$ cat src/core/rx_protect_pkg.sv
// constants and types shared by the cyclic receive protection block
// assumes nothing beyond a SystemVerilog compiler
package rx_protect_pkg;

  // error codes reported with the cyclic data alarms
  localparam logic [15:0] CODE_NONE   = 16'h0000;
  localparam logic [15:0] CODE_NODE   = 16'h0011;
  localparam logic [15:0] CODE_SUBCHK = 16'h0012;
  localparam logic [15:0] CODE_CMD    = 16'h0021;

  // field widths of the checked frame fields
  localparam int NODE_W = 5;  // byte 0 bits 4..0
  localparam int CMD_W  = 3;  // byte 1 bits 6..4

  // lowest threshold that enables the update counter alarm
  localparam logic [7:0] UPD_THR_MIN_ON = 8'h02;

  // link state of the communication state machine
  typedef enum logic [0:0] {
    LINK_INITIAL = 1'b0,
    LINK_RUNNING = 1'b1
  } link_state_type;

endpackage : rx_protect_pkg

$ cat src/core/upd_check_if.sv
// signals between the protection core and the update counter checker
// assumes both ends run on the same clock
`timescale 1ns/100ps
`default_nettype none
interface upd_check_if #(parameter int UC_W = 8, parameter int THR_W = 8);
  logic             check;      // one-cycle read of a received frame
  logic             running;    // link is in RUNNING
  logic [UC_W-1:0]  count;      // host update counter of the frame
  logic [THR_W-1:0] threshold;  // programmed error threshold
  logic             alarm;      // sticky update counter alarm
  logic [THR_W:0]   errors;     // accumulated counter errors

  modport core    (output check, running, count, threshold, input alarm, errors);
  modport counter (input check, running, count, threshold, output alarm, errors);
endinterface : upd_check_if
`default_nettype wire

$ cat src/core/update_counter_check.sv
// update counter checker: accumulates counter slips, raises a sticky alarm
// assumes check pulses once per received frame on the core clock
`timescale 1ns/100ps
`default_nettype none
module update_counter_check
  import rx_protect_pkg::*;
#(
  parameter int UC_W  = 8,
  parameter int THR_W = 8
) (
  input wire logic       core_clk,
  input wire logic       rst,
  upd_check_if.counter   uc
);

  logic            have_prev;
  logic [UC_W-1:0] prev;
  logic [THR_W:0]  next_errors;
  wire             enabled;
  wire             slip;
  wire             saturated;

  // alarm is off entirely for thresholds 0 and 1
  assign enabled   = uc.threshold >= THR_W'(UPD_THR_MIN_ON);
  assign slip      = uc.check && have_prev && (uc.count != UC_W'(prev + 1'b1));
  assign saturated = &uc.errors;
  assign next_errors = (slip && !saturated) ? uc.errors + 1'b1 : uc.errors;

  // remember the last counter while the link runs
  always_ff @(posedge core_clk or posedge rst) begin
    if (rst) begin
      have_prev <= 1'b0;
      prev      <= '0;
    end else if (!uc.running) begin
      have_prev <= 1'b0;
    end else if (uc.check) begin  // every read while running
      have_prev <= 1'b1;
      prev      <= uc.count;
    end
  end

  // error accumulation and a sticky alarm that only reset clears
  always_ff @(posedge core_clk or posedge rst) begin
    if (rst) begin
      uc.errors <= '0;
      uc.alarm  <= 1'b0;
    end else begin
      uc.errors <= next_errors;
      uc.alarm  <= uc.alarm | (enabled && next_errors > {1'b0, uc.threshold});
    end
  end
endmodule : update_counter_check
`default_nettype wire

$ cat src/core/cyclic_rx_error_protection.sv
// receive-side protection of cyclic command frames of a field-network slave
// assumes frame fields arrive decoded with a one-cycle rx_valid strobe on
// core_clk; the node switch is a slow pin and is synchronised here
`timescale 1ns/100ps
`default_nettype none
module cyclic_rx_error_protection
  import rx_protect_pkg::*;
#(
  parameter int          DATA_W          = 64,
  parameter int          UC_W            = 8,
  parameter int          THR_W           = 8,
  parameter int          SUBCHK_PERSIST  = 3,       // frames of sub-check loss
  parameter logic [7:0]  CMD_DEFINED     = 8'hFF,   // bit n set: code n defined
  parameter logic [15:0] CODE_DIR        = CODE_NONE
) (
  input  wire logic              core_clk,
  input  wire logic              rst,
  input  wire logic [NODE_W-1:0] node_switch,        // rotary switch pins
  input  wire logic              mode_32byte,
  input  wire logic              full_sync_mode,
  input  wire logic              sync_transient,
  input  wire logic [THR_W-1:0]  update_error_threshold,
  input  wire logic              link_start,
  input  wire logic              comm_error,
  input  wire logic              comm_timeout,
  input  wire logic              rx_valid,
  input  wire logic [NODE_W-1:0] node_address_field,
  input  wire logic              rx_dir,
  input  wire logic [CMD_W-1:0]  rx_cmd,
  input  wire logic              rx_subchk,
  input  wire logic [UC_W-1:0]   rx_update_count,
  input  wire logic              rx_alarm_clear,
  input  wire logic [DATA_W-1:0] rx_payload,
  output link_state_type         link_state,
  output logic                   cyclic_alarm1,
  output logic                   cyclic_alarm2,
  output logic                   update_counter_alarm,
  output logic                   interaxis_sync_alarm,
  output logic [15:0]            error_code,
  output logic [THR_W:0]         update_errors,
  output logic [DATA_W-1:0]      applied_data,
  output logic                   frame_applied
);

  localparam int SC_W = $clog2(SUBCHK_PERSIST + 1);

  logic [NODE_W-1:0] node_meta;
  logic [NODE_W-1:0] node_sync;
  logic [SC_W-1:0]   subchk_run;
  link_state_type    next_link_state;
  logic [15:0]       next_error_code;

  wire running;
  wire check;
  wire node_bad;
  wire dir_bad;
  wire cmd_bad;
  wire subchk_low;
  wire subchk_fault;
  wire a1_evt;
  wire a2_evt;
  wire frame_bad;
  wire clear_req;
  wire isync_evt;

  upd_check_if #(.UC_W(UC_W), .THR_W(THR_W)) uc ();

  // true when the command code is one of the defined cyclic commands
  function automatic logic cmd_defined(input logic [CMD_W-1:0] code);
    cmd_defined = CMD_DEFINED[code];
  endfunction : cmd_defined

  // switch pins cross into the clock domain through two flip-flops
  always_ff @(posedge core_clk or posedge rst) begin
    if (rst) begin
      node_meta <= '0;
      node_sync <= '0;
    end else begin
      node_meta <= node_switch;
      node_sync <= node_meta;
    end
  end

  // field checks of the received frame
  assign running      = (link_state == LINK_RUNNING);
  assign check        = rx_valid && running;
  assign node_bad     = node_address_field != node_sync;
  assign dir_bad      = rx_dir;
  assign cmd_bad      = !cmd_defined(rx_cmd);
  assign subchk_low   = mode_32byte && !rx_subchk;
  assign subchk_fault = subchk_low && (subchk_run >= SC_W'(SUBCHK_PERSIST - 1));
  assign a1_evt       = check && (node_bad || dir_bad || subchk_fault);
  assign a2_evt       = check && cmd_bad;
  assign frame_bad    = a1_evt || a2_evt;
  // an alarm clear only counts when carried by a clean frame
  assign clear_req    = rx_valid && rx_alarm_clear && !node_bad && !dir_bad
                        && !cmd_bad && !subchk_fault;
  assign isync_evt    = running && full_sync_mode && sync_transient
                        && (comm_error || comm_timeout);

  // consecutive frames with the sub-check bit low
  always_ff @(posedge core_clk or posedge rst) begin
    if (rst) begin
      subchk_run <= '0;
    end else if (check) begin
      subchk_run <= (subchk_low && !subchk_fault) ? subchk_run + 1'b1 : '0;
    end
  end

  // error code of the newest alarm, node before sub-check before command
  always_comb begin
    next_error_code = error_code;
    if (clear_req) begin
      next_error_code = CODE_NONE;
    end
    if (a1_evt && node_bad) begin
      next_error_code = CODE_NODE;
    end else if (a1_evt && dir_bad) begin
      next_error_code = CODE_DIR;
    end else if (a1_evt) begin
      next_error_code = CODE_SUBCHK;
    end else if (a2_evt) begin
      next_error_code = CODE_CMD;
    end
  end

  // cyclic alarms are sticky, a new event wins over a clear
  always_ff @(posedge core_clk or posedge rst) begin
    if (rst) begin
      cyclic_alarm1 <= 1'b0;
      cyclic_alarm2 <= 1'b0;
      error_code    <= CODE_NONE;
    end else begin
      cyclic_alarm1 <= a1_evt | (cyclic_alarm1 & ~clear_req);
      cyclic_alarm2 <= a2_evt | (cyclic_alarm2 & ~clear_req);
      error_code    <= next_error_code;
    end
  end

  // only clean frames reach the applied data; faulty ones are dropped
  always_ff @(posedge core_clk or posedge rst) begin
    if (rst) begin
      applied_data  <= '0;
      frame_applied <= 1'b0;
    end else begin
      frame_applied <= check && !frame_bad;
      if (check && !frame_bad) begin
        applied_data <= rx_payload;
      end
    end
  end

  // link state: cyclic alarms leave it alone, the sync alarm drops it
  always_comb begin
    next_link_state = link_state;
    unique case (link_state)
      LINK_INITIAL: begin
        if (link_start) begin
          next_link_state = LINK_RUNNING;
        end
      end
      LINK_RUNNING: begin
        if (isync_evt) begin
          next_link_state = LINK_INITIAL;
        end
      end
    endcase
  end

  // link state register and the clearable sync alarm
  always_ff @(posedge core_clk or posedge rst) begin
    if (rst) begin
      link_state           <= LINK_INITIAL;
      interaxis_sync_alarm <= 1'b0;
    end else begin
      link_state           <= next_link_state;
      interaxis_sync_alarm <= isync_evt | (interaxis_sync_alarm & ~clear_req);
    end
  end

  // update counter checker
  assign uc.check       = check;
  assign uc.running     = running;
  assign uc.count       = rx_update_count;
  assign uc.threshold   = update_error_threshold;
  assign update_counter_alarm = uc.alarm;
  assign update_errors  = uc.errors;

  update_counter_check #(
    .UC_W  (UC_W),
    .THR_W (THR_W)
  ) u_update_counter_check (
    .core_clk (core_clk),
    .rst      (rst),
    .uc       (uc.counter)
  );
endmodule : cyclic_rx_error_protection
`default_nettype wire

$ cat config.mk
export PLATFORM = sky130hd
export DESIGN_NAME = cyclic_rx_error_protection
export DESIGN_NICKNAME = d
export VERILOG_FILES = /design/src/core/rx_protect_pkg.sv /design/src/core/upd_check_if.sv /design/src/core/update_counter_check.sv /design/src/core/cyclic_rx_error_protection.sv
export SDC_FILE = /design/constraint.sdc
export NUM_CORES = 1
export LEC_CHECK = 0
export BUFFER_PORTS_ARGS = -buffer_cell sky130_fd_sc_hd__buf_2
export CORE_MARGIN = 10
export CORE_UTILIZATION = 23
export CTS_CLUSTER_SIZE = 8
export DETAILED_ROUTE_END_ITERATION = 8
export HOLD_SLACK_MARGIN = 0.12
export SLEW_MARGIN = 20
export SYNTH_ARGS = -nofsm -noshare
export SYNTH_HDL_FRONTEND = slang
export SYNTH_SLANG_ARGS = --single-unit
$ cat constraint.sdc
create_clock -name core_clk -period 8.7 [get_ports core_clk]
set_input_delay 0.87 -clock core_clk [delete_from_list [all_inputs] [get_ports core_clk]]
set_output_delay 0.87 -clock core_clk [all_outputs]
set_load 0.02 [all_outputs]
==> results.cfg <==
[grt]
antenna_found_initial = 3
grt_pass1_wl_mm = 19.49
grt_usage_pct = 9.540
grt_max_degree = 69
grt-ovfl-total = 0
grt_pass1_vias = 3528

[sta]
final_hold_viol_count = 0
clock.fmax_mhz = 278.7
finalClockSkew_ns = 0.01140
max_slew_margin_pct = 38.67
timing.final.max_slew_violations = 0
period_share_pct = 41.24
worst_slew_pin_slew_ns = 0.9199
min_period_ns = 3.588
fin_tns_setup_ns = 0
setup-violations-final = 0
rsz0062_at_grt = false

[worst_hold_path]
min_path_type = register to register

[synth]
synth_top_cell_by_area = dfrtp_1
yosysTopAreaCellShare_pct = 57.24
synth-main-ff-cell = dfrtp_1
synth-async-reset-ratio_pct = 100.0
ys_warn_count = 0
avgSynthCellArea_um2 = 13.01
synthCells = 346
ys_ff_latch = 103
synthesis.area_um2 = 4503
synthDistinctLibCells = 52
synth_seq_area_share_pct = 57.24
synth_edf_count = 0
synth.cells.most_frequent = dfrtp_1 (103), mux2_1 (65), nand2_1 (36), xnor2_1 (17), buf_4 (13)
netlist_top_cells_area = dfrtp_1 (57%), mux2_1 (16%), ha_1 (3.3%)
synthMostInstantiatedCell = dfrtp_1

[clock_tree]
cts_hold_buf = 0
cts_tree = done
cts_setup_buffers = 0
cts_num_sinks = 103
cts_resized = 0
clock_latency_ns = 0.36
cts_made_buffers = 9
htree_levels = 3
cts_root_buf = clkbuf_16
clk_pin_slew_ns = 0.07
cts_buffer_depth = 2

[critical_path]
endpoint_kind = register
required_ns = 8.93
worstPathArrival_ns = 3.82
crit_path_start_kind = register
critPathMaxFanout = 7
worstSetupPathType = register to register

[placed_design]
gp_congestion = 0.7974
io_buffer_count = 183
post-place-cells = 785
hpwl_mm = 9.420

[die]
die_y_um = 159.9
core_um2 = 19330
die_area_um2 = 25580
ios = 200
rows = 51
initial_core_util_pct = 23.29
die_x_um = 159.9

[layout]
area_growth_pct = 33.12
regArea_um2 = 2577
drive_gt1_share_pct = 39.74
fillers = 2005
nNetsFinal = 648
final_core_util_pct = 31.00
instances_no_fill = 802
multi_input_area_um2 = 1800

[drt]
dr.first_iter.drc_count = 61
wl_per_cell_um = 15.10
drt-vias-per-instance = 4.030
drt_pass1_iterations = 4
drtAntennaViolNets = 0
num_vias = 3232
wl_mm = 12.11
drcViolationCount = 0

[pwr]
p_leak_nw = 3.230
ir_drop_mv = 0.1206
power.density_nw_per_um2 = 232.3

[flow_run]
drv_cap = 0

[outcome]
outcome = completed
==> cells by family (layout without fill, tap and decap cells) <==
group	count (synthesis)	in the layout	synth area share (%)
xor+xnor	21	21	4.084
buf+inv	34	212	3.945
fa+ha+maj	12	12	3.334
mux	65	65	16.25
other cells	1	14	0.08328
simple gates	82	82	9.837
flops	103	103	57.24
compound gates	28	28	5.224
==> worst max-delay path, stage by stage (launching register included) <==
cell and delay [ns]:
dfrtp_1 0.45, ha_1 0.26, and3_1 0.19, and3_1 0.19, ha_1 0.20, nor3b_4 0.33
and4_1 0.30, nand4_1 0.12, xnor2_1 0.25, ha_1 0.29, o21a_1 0.18, o21ai_0 0.15
a21oi_1 0.06, o22a_1 0.19, o41a_1 0.30
==> stage by stage <==
step	setup WS, ns	hold WS (ns)	cell area (um^2)	power (mW)
CTS	5.087	0.3528	5992	1.429
detailed placement	4.819	0.3347	5680	0.9930
floorplan	5.126	0.3312	4548	0.8483
global route	4.874	0.3659	5995	1.487
global placement	4.860	0.3331	5680	0.9859
finish	5.112	0.3513	5995	1.393
==> cells in the final DEF (no fill, tap or decap), types with 2 or more instances in the layout <==
cell and instances:
o22a_1 2, mux2_1 65, clkbuf_16 9, nor4_1 3
xor2_1 4, and3_1 5, a21boi_0 2, nand2_1 35
conb_1 13, nand3_1 10, clkinv_8 2, buf_2 183
a21oi_1 3, or2_1 2, dfrtp_1 103, nand4_1 4
ha_1 12, o21a_1 3, inv_8 2, o21ai_1 2
nor2_1 5, inv_1 11, xnor2_1 17, o21ai_0 3
inv_6 2, and2_1 3
==> state kept, by name, indices dropped and copies added, names as in the netlist <==
register and flops:
cyclic_alarm1 1, u_update_counter_check.uc.alarm 1, link_state 1, node_meta 5, applied_data 64, cyclic_alarm2 1, u_update_counter_check.prev 8, u_update_counter_check.have_prev 1
node_sync 5, error_code 3, subchk_run 2, interaxis_sync_alarm 1, frame_applied 1, u_update_counter_check.uc.errors 9
==> layout make-up <==
class | instances | area share, %
Sequential cell | 103 | 43.00
Multi-Input combinational cell | 221 | 30.04
Timing Repair Buffer | 184 | 15.40
Tap cell | 265 | 5.531
Clock buffer | 10 | 3.987
Clock inverter | 6 | 1.211
Inverter | 12 | 0.7932
Antenna cell | 1 | 0.04174
==> worst paths after layout <==
| path | from | end | slack [ns] | cells after the start |
|---|---|---|---|---|
| setup / recovery | u_update_counter_check.uc.errors[0] | u_update_counter_check.uc.alarm | 5.11 | 14 |
| hold / removal | node_meta[3] | node_sync[3] | 0.35 | 0 |
| setup reg to reg | u_update_counter_check.uc.errors[0] | u_update_counter_check.uc.alarm | 5.11 | 14 |
| hold reg to reg | node_meta[3] | node_sync[3] | 0.35 | 0 |
| max in group asynchronous | rst | applied_data[24] | 6.90 | 3 |
| min in group asynchronous | rst | applied_data[50] | 0.52 | 2 |
==> where the power goes <==
| part | leakage (nW) | switching [mW] | internal, mW | total [mW] |
|---|---|---|---|---|
| sequential | 1.33 | 0.0537 | 0.558 | 0.612 |
| clock | 0.153 | 0.206 | 0.213 | 0.420 |
| combinational | 1.74 | 0.217 | 0.144 | 0.361 |
| total | 3.23 | 0.477 | 0.916 | 1.39 |
==> routing by layer <==
layer / share of wire (%) / vias to the layer above / track usage, %
li1: - / 1549 / -
met1: 41 / 1540 / 10.43
met2: 47 / 129 / 14.95
met3: 12 / 10 / 6.427
met4: 0.74 / 4 / 2.295
met5: 0.33 / - / 0
Note: power is estimated with default switching activity, not from simulation.
